==> src/pll_ctrl_pkg.sv <==
// register indices, field positions, reset values and enumerations for the loop control bank
// assumes byte-wide registers, each one placed on its own aligned 32-bit word (byte address = 4 x index)
package pll_ctrl_pkg;

	// ****************************************
	// register indices
	// ****************************************
	localparam logic [13:0] IDX_ZERO_DELAY   = 14'h0487;
	localparam logic [13:0] IDX_ACTIVE_INPUT = 14'h0507;
	localparam logic [13:0] IDX_LOOP_BW      = 14'h0508;
	localparam logic [13:0] IDX_FAST_BW      = 14'h050E;
	localparam logic [13:0] IDX_BW_COMMIT    = 14'h0514;
	localparam logic [13:0] IDX_FB_NUM       = 14'h0515;
	localparam logic [13:0] IDX_FB_DEN       = 14'h051C;
	localparam logic [13:0] IDX_FB_COMMIT    = 14'h0520;
	localparam logic [13:0] IDX_INPUT_CHOICE = 14'h052A;
	localparam logic [13:0] IDX_QUICK_ACQ    = 14'h052B;
	localparam logic [13:0] IDX_HOLD_EXIT    = 14'h052C;
	localparam logic [13:0] IDX_HOLD_LEN     = 14'h052E;
	localparam logic [13:0] IDX_HOLD_DELAY   = 14'h052F;
	localparam logic [13:0] IDX_HOLD_FORCE   = 14'h0535;
	localparam logic [13:0] IDX_SWITCH       = 14'h0536;
	localparam logic [13:0] IDX_STATUS       = 14'h053A;
	localparam logic [13:0] IDX_HOLD_FREQ    = 14'h053B;

	// ****************************************
	// multi-byte group sizes
	// ****************************************
	localparam int BW_BYTES   = 6;
	localparam int NUM_BYTES  = 7;
	localparam int DEN_BYTES  = 4;
	localparam int FREQ_BYTES = 4;

	// ****************************************
	// field positions
	// ****************************************
	localparam int COMMIT_BIT     = 0;
	localparam int ZD_EN_BIT      = 0;
	localparam int ZD_SEL_LSB     = 1;
	localparam int SRC_BIT        = 0;
	localparam int SEL_LSB        = 1;
	localparam int AUTO_OFF_BIT   = 0;
	localparam int FORCE_QA_BIT   = 1;
	localparam int RAMP_BIT       = 3;
	localparam int EXIT_BIT       = 4;
	localparam int HIST_MSB       = 4;
	localparam int FORCE_HOLD_BIT = 0;
	localparam int POLICY_LSB     = 0;
	localparam int BUILDOUT_BIT   = 2;
	localparam int ACTIVE_LSB     = 6;
	localparam int ST_HOLD_BIT    = 0;
	localparam int ST_QA_BIT      = 1;
	localparam int ST_AVG_BIT     = 2;
	localparam int ST_FB_BIT      = 3;

	// ****************************************
	// reset values and limits
	// ****************************************
	localparam logic [7:0] RST_BYTE       = 8'h00;
	localparam logic [2:0] PRIO_NONE      = 3'h0;
	localparam logic [2:0] PRIO_LOWEST    = 3'h4;
	localparam int         HIST_DEPTH_DEF = 64;

	typedef enum logic [1:0] {
		POLICY_MANUAL,
		POLICY_AUTO_NONREV,
		POLICY_AUTO_REV,
		POLICY_RESERVED
	} switch_policy_e;

	typedef enum logic [1:0] {
		AVG_IDLE,
		AVG_SUM,
		AVG_DIV
	} avg_state_e;

endpackage

==> src/pll_loop_and_input_switch_control.sv <==
// loop bandwidth, feedback divider, input selection and holdover control bank behind an APB slave
// assumes one 20 MHz clock, inputs synchronous to it, and a loop core that consumes the live values
`timescale 1ns/10ps
`default_nettype none

module pll_loop_and_input_switch_control #(
	parameter int HIST_DEPTH = pll_ctrl_pkg::HIST_DEPTH_DEF
) (
	// clock and reset
	input  wire logic        clk,
	input  wire logic        arst_n,
	// apb slave
	input  wire logic        psel,
	input  wire logic        penable,
	input  wire logic        pwrite,
	input  wire logic [15:0] paddr,
	input  wire logic [31:0] pwdata,
	input  wire logic [3:0]  pstrb,
	output var  logic [31:0] prdata,
	output logic             pready,
	output logic             pslverr,
	// input clock state
	input  wire logic [1:0]  sel_pins,
	input  wire logic [3:0]  input_available,
	input  wire logic [11:0] input_priority,
	input  wire logic        loop_locked,
	input  wire logic [31:0] freq_sample,
	input  wire logic        freq_sample_valid,
	// loop control
	output var  logic [47:0] loop_bandwidth_out,
	output var  logic [55:0] feedback_numerator,
	output var  logic [31:0] feedback_denominator,
	output var  logic        quick_acquire_active,
	output var  logic        holdover_active,
	output var  logic [31:0] holdover_frequency,
	output var  logic        holdover_frequency_valid,
	output var  logic        holdover_ramp_bypass,
	// input switch control
	output var  logic [1:0]  active_input,
	output var  logic        feedback_clock_input_selected,
	output var  logic [1:0]  input_switch_policy,
	output var  logic        phase_buildout_enable,
	output var  logic        zero_delay_enable,
	output var  logic [1:0]  zero_delay_input
);

	localparam int PTR_W = $clog2(HIST_DEPTH);
	localparam int SUM_W = 38;

	// ****************************************
	// helpers
	// ****************************************
	function automatic logic byte_hit(input logic [13:0] idx, input logic [13:0] base, input int k);
		byte_hit = (idx == 14'(base + 14'(k)));
	endfunction

	function automatic logic usable(input logic avail, input logic [2:0] prio);
		usable = avail && (prio != pll_ctrl_pkg::PRIO_NONE) && (prio <= pll_ctrl_pkg::PRIO_LOWEST);
	endfunction

	// lowest level wins; strict compare keeps the lower-numbered input on a tie
	function automatic logic [2:0] auto_pick(input logic [3:0] avail, input logic [11:0] prio);
		logic       found;
		logic [1:0] best;
		logic [2:0] best_prio;
		found = 1'b0;
		best = 2'd0;
		best_prio = 3'd7;
		for (int i = 0; i < 4; i++) begin
			if (usable(avail[i], prio[3*i +: 3]) && (!found || prio[3*i +: 3] < best_prio)) begin
				found = 1'b1;
				best = 2'(i);
				best_prio = prio[3*i +: 3];
			end
		end
		auto_pick = {found, best};
	endfunction

	// ****************************************
	// apb decode
	// ****************************************
	logic [13:0] idx;
	logic        wr_en;
	logic [7:0]  wbyte;
	logic        mapped;
	logic [7:0]  rd_byte;

	assign idx = paddr[15:2];
	assign wr_en = psel && penable && pwrite && pstrb[0] && mapped;
	assign wbyte = pwdata[7:0];
	// zero wait states: every access completes in its first access cycle
	assign pready = 1'b1;
	assign pslverr = psel && penable && !mapped;

	// ****************************************
	// staged and live parameters
	// ****************************************
	logic [47:0] loop_bw_stage, fast_bw_stage, loop_bw_live, fast_bw_live;
	logic [55:0] num_stage;
	logic [31:0] den_stage;
	logic        bw_commit, fb_commit;

	assign bw_commit = wr_en && idx == pll_ctrl_pkg::IDX_BW_COMMIT && wbyte[pll_ctrl_pkg::COMMIT_BIT];
	assign fb_commit = wr_en && idx == pll_ctrl_pkg::IDX_FB_COMMIT && wbyte[pll_ctrl_pkg::COMMIT_BIT];

	always_ff @(posedge clk or negedge arst_n) begin
		if (!arst_n) begin
			loop_bw_stage <= '0;
			fast_bw_stage <= '0;
			num_stage <= '0;
			den_stage <= '0;
		end else begin
			for (int k = 0; k < pll_ctrl_pkg::BW_BYTES; k++) begin
				if (wr_en && byte_hit(idx, pll_ctrl_pkg::IDX_LOOP_BW, k))
					loop_bw_stage[8*k +: 8] <= wbyte;
				if (wr_en && byte_hit(idx, pll_ctrl_pkg::IDX_FAST_BW, k))
					fast_bw_stage[8*k +: 8] <= wbyte;
			end
			for (int k = 0; k < pll_ctrl_pkg::NUM_BYTES; k++) begin
				if (wr_en && byte_hit(idx, pll_ctrl_pkg::IDX_FB_NUM, k))
					num_stage[8*k +: 8] <= wbyte;
			end
			for (int k = 0; k < pll_ctrl_pkg::DEN_BYTES; k++) begin
				if (wr_en && byte_hit(idx, pll_ctrl_pkg::IDX_FB_DEN, k))
					den_stage[8*k +: 8] <= wbyte;
			end
		end
	end

	// the commit bits are strobes with no storage, so they always read back zero
	always_ff @(posedge clk or negedge arst_n) begin
		if (!arst_n) begin
			loop_bw_live <= '0;
			fast_bw_live <= '0;
		end else if (bw_commit) begin
			loop_bw_live <= loop_bw_stage;
			fast_bw_live <= fast_bw_stage;
		end
	end

	always_ff @(posedge clk or negedge arst_n) begin
		if (!arst_n) begin
			feedback_numerator <= '0;
			feedback_denominator <= '0;
		end else if (fb_commit) begin
			feedback_numerator <= num_stage;
			feedback_denominator <= den_stage;
		end
	end

	// ****************************************
	// control registers
	// ****************************************
	logic       sel_from_reg;
	logic [1:0] sel_field;
	logic       auto_qa_off;
	logic       force_qa;
	logic       exit_use_normal;
	logic [4:0] hist_len;
	logic [4:0] hist_delay;
	logic       force_hold;

	always_ff @(posedge clk or negedge arst_n) begin
		if (!arst_n) begin
			zero_delay_enable <= 1'b0;
			zero_delay_input <= 2'd0;
			sel_from_reg <= 1'b0;
			sel_field <= 2'd0;
			auto_qa_off <= 1'b0;
			force_qa <= 1'b0;
			holdover_ramp_bypass <= 1'b0;
			exit_use_normal <= 1'b0;
			hist_len <= 5'd0;
			hist_delay <= 5'd0;
			force_hold <= 1'b0;
			input_switch_policy <= pll_ctrl_pkg::POLICY_MANUAL;
			phase_buildout_enable <= 1'b0;
		end else if (wr_en) begin
			case (idx)
				pll_ctrl_pkg::IDX_ZERO_DELAY: begin
					zero_delay_enable <= wbyte[pll_ctrl_pkg::ZD_EN_BIT];
					zero_delay_input <= wbyte[pll_ctrl_pkg::ZD_SEL_LSB +: 2];
				end
				pll_ctrl_pkg::IDX_INPUT_CHOICE: begin
					sel_from_reg <= wbyte[pll_ctrl_pkg::SRC_BIT];
					sel_field <= wbyte[pll_ctrl_pkg::SEL_LSB +: 2];
				end
				pll_ctrl_pkg::IDX_QUICK_ACQ: begin
					auto_qa_off <= wbyte[pll_ctrl_pkg::AUTO_OFF_BIT];
					force_qa <= wbyte[pll_ctrl_pkg::FORCE_QA_BIT];
				end
				pll_ctrl_pkg::IDX_HOLD_EXIT: begin
					holdover_ramp_bypass <= wbyte[pll_ctrl_pkg::RAMP_BIT];
					exit_use_normal <= wbyte[pll_ctrl_pkg::EXIT_BIT];
				end
				pll_ctrl_pkg::IDX_HOLD_LEN:   hist_len <= wbyte[pll_ctrl_pkg::HIST_MSB:0];
				pll_ctrl_pkg::IDX_HOLD_DELAY: hist_delay <= wbyte[pll_ctrl_pkg::HIST_MSB:0];
				pll_ctrl_pkg::IDX_HOLD_FORCE: force_hold <= wbyte[pll_ctrl_pkg::FORCE_HOLD_BIT];
				pll_ctrl_pkg::IDX_SWITCH: begin
					if (wbyte[pll_ctrl_pkg::POLICY_LSB +: 2] != pll_ctrl_pkg::POLICY_RESERVED)
						input_switch_policy <= wbyte[pll_ctrl_pkg::POLICY_LSB +: 2];
					phase_buildout_enable <= wbyte[pll_ctrl_pkg::BUILDOUT_BIT];
				end
				default: ;
			endcase
		end
	end

	// ****************************************
	// input selection
	// ****************************************
	logic [1:0] manual_code;
	logic [2:0] auto_choice;
	logic       auto_mode;
	logic       current_ok;
	logic       next_hold;
	logic [1:0] next_input;

	// zero-delay mode allows neither automatic nor register selection
	assign manual_code = (sel_from_reg && !zero_delay_enable) ? sel_field : sel_pins;
	assign auto_mode = (input_switch_policy != pll_ctrl_pkg::POLICY_MANUAL) && !zero_delay_enable;
	assign auto_choice = auto_pick(input_available, input_priority);
	assign current_ok = usable(input_available[active_input], input_priority[3*active_input +: 3]);

	always_comb begin
		next_input = active_input;
		next_hold = force_hold;
		if (!auto_mode) begin
			next_input = manual_code;
			next_hold = next_hold || !input_available[manual_code];
		end else if (!auto_choice[2]) begin
			next_hold = 1'b1;
		end else if (input_switch_policy == pll_ctrl_pkg::POLICY_AUTO_REV || !current_ok) begin
			next_input = auto_choice[1:0];
		end
	end

	always_ff @(posedge clk or negedge arst_n) begin
		if (!arst_n) begin
			active_input <= 2'd0;
			feedback_clock_input_selected <= 1'b0;
			holdover_active <= 1'b0;
		end else begin
			active_input <= next_input;
			// code 3 names the feedback input once zero-delay mode is on
			feedback_clock_input_selected <= zero_delay_enable && next_input == 2'd3;
			holdover_active <= next_hold;
		end
	end

	// ****************************************
	// quick acquire and bandwidth choice
	// ****************************************
	logic hold_prev;
	logic exit_fast_pending;
	logic next_qa;

	always_ff @(posedge clk or negedge arst_n) begin
		if (!arst_n) begin
			hold_prev <= 1'b0;
			exit_fast_pending <= 1'b0;
		end else begin
			hold_prev <= holdover_active;
			// leaving holdover wins over a lock seen in the same cycle
			if (hold_prev && !holdover_active && !exit_use_normal)
				exit_fast_pending <= 1'b1;
			else if (loop_locked || holdover_active)
				exit_fast_pending <= 1'b0;
		end
	end

	assign next_qa = force_qa || (!auto_qa_off && !loop_locked) || exit_fast_pending;

	always_ff @(posedge clk or negedge arst_n) begin
		if (!arst_n) begin
			quick_acquire_active <= 1'b0;
			loop_bandwidth_out <= '0;
		end else begin
			quick_acquire_active <= next_qa;
			loop_bandwidth_out <= next_qa ? fast_bw_live : loop_bw_live;
		end
	end

	// ****************************************
	// holdover history and averaging
	// ****************************************
	// history is frozen during holdover so the average never sees holdover samples
	logic [31:0]      hist_mem [HIST_DEPTH];
	logic [PTR_W-1:0] wr_ptr, rd_ptr;
	pll_ctrl_pkg::avg_state_e avg_state;
	logic [SUM_W-1:0] avg_sum;
	logic [5:0]       avg_left;
	logic [5:0]       avg_count;
	logic [6:0]       rem;
	logic [6:0]       trial;

	always_ff @(posedge clk) begin
		if (freq_sample_valid && !holdover_active)
			hist_mem[wr_ptr] <= freq_sample;
	end

	always_ff @(posedge clk or negedge arst_n) begin
		if (!arst_n)
			wr_ptr <= '0;
		else if (freq_sample_valid && !holdover_active)
			wr_ptr <= PTR_W'(wr_ptr + PTR_W'(1));
	end

	assign trial = {rem[5:0], avg_sum[SUM_W-1]};

	always_ff @(posedge clk or negedge arst_n) begin
		if (!arst_n) begin
			avg_state <= pll_ctrl_pkg::AVG_IDLE;
			rd_ptr <= '0;
			avg_sum <= '0;
			avg_left <= 6'd0;
			avg_count <= 6'd0;
			rem <= 7'd0;
			holdover_frequency <= '0;
			holdover_frequency_valid <= 1'b0;
		end else begin
			case (avg_state)
				pll_ctrl_pkg::AVG_IDLE: begin
					if (holdover_active && !hold_prev) begin
						// newest sample sits at wr_ptr-1; skip back by the delay first
						rd_ptr <= PTR_W'(wr_ptr - PTR_W'(1) - PTR_W'(hist_delay));
						avg_count <= 6'({1'b0, hist_len} + 6'd1);
						avg_left <= 6'({1'b0, hist_len} + 6'd1);
						avg_sum <= '0;
						avg_state <= pll_ctrl_pkg::AVG_SUM;
					end
					if (!holdover_active)
						holdover_frequency_valid <= 1'b0;
				end
				pll_ctrl_pkg::AVG_SUM: begin
					avg_sum <= SUM_W'(avg_sum + {6'd0, hist_mem[rd_ptr]});
					rd_ptr <= PTR_W'(rd_ptr - PTR_W'(1));
					avg_left <= 6'(avg_left - 6'd1);
					if (avg_left == 6'd1) begin
						rem <= 7'd0;
						avg_left <= 6'(SUM_W);
						avg_state <= pll_ctrl_pkg::AVG_DIV;
					end
				end
				pll_ctrl_pkg::AVG_DIV: begin
					// restoring division, one quotient bit per cycle
					if (trial >= {1'b0, avg_count}) begin
						rem <= 7'(trial - {1'b0, avg_count});
						avg_sum <= {avg_sum[SUM_W-2:0], 1'b1};
					end else begin
						rem <= trial;
						avg_sum <= {avg_sum[SUM_W-2:0], 1'b0};
					end
					avg_left <= 6'(avg_left - 6'd1);
					if (avg_left == 6'd0) begin
						holdover_frequency <= avg_sum[31:0];
						holdover_frequency_valid <= holdover_active;
						avg_state <= pll_ctrl_pkg::AVG_IDLE;
					end
				end
				default: avg_state <= pll_ctrl_pkg::AVG_IDLE;
			endcase
		end
	end

	// ****************************************
	// read path
	// ****************************************
	always_comb begin
		rd_byte = 8'h00;
		mapped = (paddr[1:0] == 2'd0);
		case (idx)
			pll_ctrl_pkg::IDX_ZERO_DELAY:   rd_byte = {5'd0, zero_delay_input, zero_delay_enable};
			pll_ctrl_pkg::IDX_ACTIVE_INPUT: rd_byte = {active_input, 6'd0};
			pll_ctrl_pkg::IDX_BW_COMMIT:    rd_byte = 8'h00;
			pll_ctrl_pkg::IDX_FB_COMMIT:    rd_byte = 8'h00;
			pll_ctrl_pkg::IDX_INPUT_CHOICE: rd_byte = {5'd0, sel_field, sel_from_reg};
			pll_ctrl_pkg::IDX_QUICK_ACQ:    rd_byte = {6'd0, force_qa, auto_qa_off};
			pll_ctrl_pkg::IDX_HOLD_EXIT:    rd_byte = {3'd0, exit_use_normal, holdover_ramp_bypass, 3'd0};
			pll_ctrl_pkg::IDX_HOLD_LEN:     rd_byte = {3'd0, hist_len};
			pll_ctrl_pkg::IDX_HOLD_DELAY:   rd_byte = {3'd0, hist_delay};
			pll_ctrl_pkg::IDX_HOLD_FORCE:   rd_byte = {7'd0, force_hold};
			pll_ctrl_pkg::IDX_SWITCH:       rd_byte = {5'd0, phase_buildout_enable, input_switch_policy};
			pll_ctrl_pkg::IDX_STATUS:
				rd_byte = {4'd0, feedback_clock_input_selected, avg_state != pll_ctrl_pkg::AVG_IDLE,
					quick_acquire_active, holdover_active};
			default: begin
				mapped = 1'b0;
				for (int k = 0; k < pll_ctrl_pkg::BW_BYTES; k++) begin
					if (byte_hit(idx, pll_ctrl_pkg::IDX_LOOP_BW, k)) begin
						rd_byte = loop_bw_stage[8*k +: 8];
						mapped = 1'b1;
					end
					if (byte_hit(idx, pll_ctrl_pkg::IDX_FAST_BW, k)) begin
						rd_byte = fast_bw_stage[8*k +: 8];
						mapped = 1'b1;
					end
				end
				for (int k = 0; k < pll_ctrl_pkg::NUM_BYTES; k++) begin
					if (byte_hit(idx, pll_ctrl_pkg::IDX_FB_NUM, k)) begin
						rd_byte = num_stage[8*k +: 8];
						mapped = 1'b1;
					end
				end
				for (int k = 0; k < pll_ctrl_pkg::DEN_BYTES; k++) begin
					if (byte_hit(idx, pll_ctrl_pkg::IDX_FB_DEN, k)) begin
						rd_byte = den_stage[8*k +: 8];
						mapped = 1'b1;
					end
					if (byte_hit(idx, pll_ctrl_pkg::IDX_HOLD_FREQ, k)) begin
						rd_byte = holdover_frequency[8*k +: 8];
						mapped = 1'b1;
					end
				end
				mapped = mapped && (paddr[1:0] == 2'd0);
			end
		endcase
	end

	// read data is captured in the setup cycle so it stands through the access cycle
	always_ff @(posedge clk or negedge arst_n) begin
		if (!arst_n)
			prdata <= '0;
		else if (psel && !penable)
			prdata <= {24'h00_0000, rd_byte};
	end

endmodule

`default_nettype wire

==> config.mk <==
export PLATFORM = sky130hd
export DESIGN_NAME = pll_loop_and_input_switch_control
export DESIGN_NICKNAME = d
export VERILOG_FILES = /design/src/pll_ctrl_pkg.sv /design/src/pll_loop_and_input_switch_control.sv
export SDC_FILE = /design/constraint.sdc
export NUM_CORES = 2
export LEC_CHECK = 0
export BUFFER_PORTS_ARGS = -buffer_cell sky130_fd_sc_hd__buf_4
export CAP_MARGIN = 20
export CORE_MARGIN = 2
export CORE_UTILIZATION = 53
export CTS_CLUSTER_DIAMETER = 150
export DETAILED_ROUTE_END_ITERATION = 8
export GPL_ROUTABILITY_DRIVEN = 0
export PLACE_DENSITY_LB_ADDON = 0.2
export SLEW_MARGIN = 20
export SYNTH_ARGS = -nofsm -noshare
export SYNTH_HDL_FRONTEND = slang
export SYNTH_SLANG_ARGS = --single-unit
==> constraint.sdc <==
create_clock -name clk -period 11.9 [get_ports clk]
set_input_delay 1.785 -clock clk [delete_from_list [all_inputs] [get_ports clk]]
set_output_delay 1.785 -clock clk [all_outputs]
set_load 0.01 [all_outputs]
==> results.cfg <==
[grt]
grt_first_pass_wirelength_um = 410000
grt_pass1_vias = 58810
grt_use_total = 0.2786
grt_overflow = 0
antenna_found_initial = 14
grt_max_degree = 174

[final_layout]
fin_cells = 9289
fillers = 14260
largest-register = hist_mem
drive_gt1_frac = 0.2468
final_util = 0.6059
largest_reg_flops = 2048
syn_to_final_growth_pct = 13.54
nNetsFinal = 6623
reg.largest.list = hist_mem: 2048 flops, feedback_numerator: 56 flops, num_stage: 56 flops

[clock_network]
cts_tree = yes
clk_pin_slew_ps = 60
clkLatencyLatePin_ps = 930
cts.sinks = 2606
cts_made_buffers = 283
ctsHoldBuffers = 0
cts_buffer_depth = 4
root_buffer = clkbuf_16
post_cts_resized = 0
post_cts_buffers = 0
htree_num_levels = 5

[timing]
finalSetupTns_ps = 0
finalHoldViolCount = 0
tightestPinTransition_ps = 1211
rsz0062_at_grt = false
min_period_ps = 8006
whs_ps = 479.9
fmax_mhz = 124.9
relSlewSlack = 0.1797
fin_crit_sh = 0.6728
finalMaxSlewViolations = 0
finalSetupViolCount = 0
fin_skew_ps = 45.35

[logic_synthesis]
synth_flop_cell = edfxtp_1
synth_area_mm2 = 0.1055
synthTopCellsByCount = 2048 x edfxtp_1, 558 x dfrtp_1, 494 x mux2i_1, 457 x mux2_2, 280 x mux4_2
synth_area_leaders = edfxtp_1 58%, dfrtp_1 13%, mux4_2 6.0%
seq_area_frac_synth = 0.7156
yosysWarningCount = 0
synth_top_area_share = 0.5832
yosysMostFrequentCell = edfxtp_1
synth_top_area_cell = edfxtp_1
syn-instance-count = 6107
synth-seq-cells = 2606
synth_edf_count = 2048
async_flop_share = 0.2141
ys_types = 84
avgSynthCellArea_um2 = 17.27

[floorplanning]
die_h_um = 450.1
start_util = 0.5336
core_area_mm2 = 0.1976
num_rows = 163
design.die.area_mm2 = 0.2026
io_pins = 324
die_w_um = 450.1

[outcome]
status = finished clean

[worst_setup_path]
endpoint_kind = register
reg2reg_from = rd_ptr[2]$_DFFE_PN0P_
start_kind = register
reg2reg_slack_ps = 3890
r2r_cells = 18
crit_fanout = 94
r2r_end = avg_sum[37]$_DFFE_PN0P_
critical_path_required_ps = 12700
crit_type = reg2reg
critical_path_arrival_ps = 8810

[routing]
drtIter0Drc = 7368
wl_um = 284800
vias = 59880
wl_per_cell_um = 30.66
drc = 0
vias_per_cell = 6.446
ant_nets = 0
firstDrtPassIters = 7

[placed_design]
port_buffers = 271
dp_hpwl_um = 165200
dp.cells = 8807

[hold_path]
min_from = avg_count[4]$_DFFE_PN0P_
holdPathStages = 2
hold_path_end = avg_count[4]$_DFFE_PN0P_
hold_class = reg2reg

[run]
maxCapViolCount = 0

[power]
p_leak_nw = 43.17
peakVddDrop_v = 0.0003098
cellPowerDensity_mw_per_mm2 = 222.4
worst max-delay path: stages, from the launching register on:
cell	delay, ps
dfrtp_4	850
inv_1	590
nand2_4	620
buf_12	470
o221ai_1	260
o22ai_1	230
nor2_1	160
a211oi_1	900
a21oi_1	340
ha_1	410
a211oi_1	70
o21ai_0	340
a41oi_1	270
o41ai_1	930
a31oi_1	330
o221ai_1	480
nand4_1	190
mux2i_1	180
nand3_1	90
report_power, final:
| part | leakage, nW | switching [mW] | internal, mW |
|---|---|---|---|
| Combinational | 12.8 | 4.93 | 2.85 |
| Clock | 4.22 | 3.43 | 4.89 |
| Sequential | 26.1 | 0.382 | 10.2 |
| Total | 43.2 | 8.74 | 17.9 |
logic make-up (layout without fill, tap and decap cells):
| logic type | Yosys count | in the layout | synth area share |
|---|---|---|---|
| flops | 2606 | 2606 | 0.7156 |
| mux | 1251 | 1251 | 0.1583 |
| compound gates | 1048 | 1048 | 0.06775 |
| simple gates | 673 | 673 | 0.03072 |
| buf+inv | 421 | 931 | 0.01643 |
| fa+ha+maj | 60 | 60 | 0.007333 |
| xor+xnor | 46 | 46 | 0.003820 |
| other cells | 2 | 34 | 0.00007122 |
through the flow:
stage	total power, mW	instance area [um2]	setup WS, ps
2_1_floorplan	15.61	105500	6572
3_3_place_gp	18.29	111000	4098
3_5_place_dp	18.40	111000	4012
4_1_cts	26.67	119700	3970
5_1_grt	27.59	119700	3659
6_report	26.63	119700	3894
worst max path at each step:
stage                                startpoint  slack [ps]                        end  depth (start not counted)
after global placement    rd_ptr[2]$_DFFE_PN0P_        4100    avg_sum[37]$_DFFE_PN0P_                         18
after global routing      rd_ptr[2]$_DFFE_PN0P_        3660    avg_sum[37]$_DFFE_PN0P_                         18
after floorplan               input_priority[2]        6570  active_input[0]$_DFF_PN0_                         19
after detailed placement  rd_ptr[2]$_DFFE_PN0P_        4010    avg_sum[37]$_DFFE_PN0P_                         18
after CTS                 rd_ptr[2]$_DFFE_PN0P_        3970    avg_sum[37]$_DFFE_PN0P_                         18
final                     rd_ptr[2]$_DFFE_PN0P_        3890    avg_sum[37]$_DFFE_PN0P_                         18
routing by layer:
metal | vias up | track usage | part of all wire
met5 | - | 0 | 0.00031
met4 | 14 | 0.1212 | 0.047
met3 | 679 | 0.05054 | 0.082
met2 | 2944 | 0.4527 | 0.48
met1 | 30960 | 0.3710 | 0.39
li1 | 25280 | - | -
layout by cell type, fill, tap and decap left out, types with 23 or more instances in the layout:
master	n
edfxtp_1	2048
dfrtp_1	552
mux2i_1	494
mux2_2	457
buf_4	393
clkbuf_16	292
mux4_2	280
a21oi_1	270
o221ai_1	249
nor2_1	171
o22ai_1	149
nand2_1	140
o21ai_0	127
nor3_1	94
nor2_4	63
clkbuf_1	58
ha_1	57
inv_1	52
clkinv_1	50
nand3_1	46
a22oi_1	45
a211oi_1	40
clkinv_2	31
conb_1	25
xnor2_1	24
a21o_1	23
final cells by class:
class	instances	area [um2]	area share
clock buffer	356	7607	0.06354
timing repair buffer	406	3181	0.02656
inverter	54	207.7	0.001735
tap	2640	3303	0.02759
sequential	2606	75480	0.6304
antenna	9	22.52	0.0001881
multi-input combinational	3103	28890	0.2413
clock inverter	115	1037	0.008663
Power figures use the tool's default switching activity.
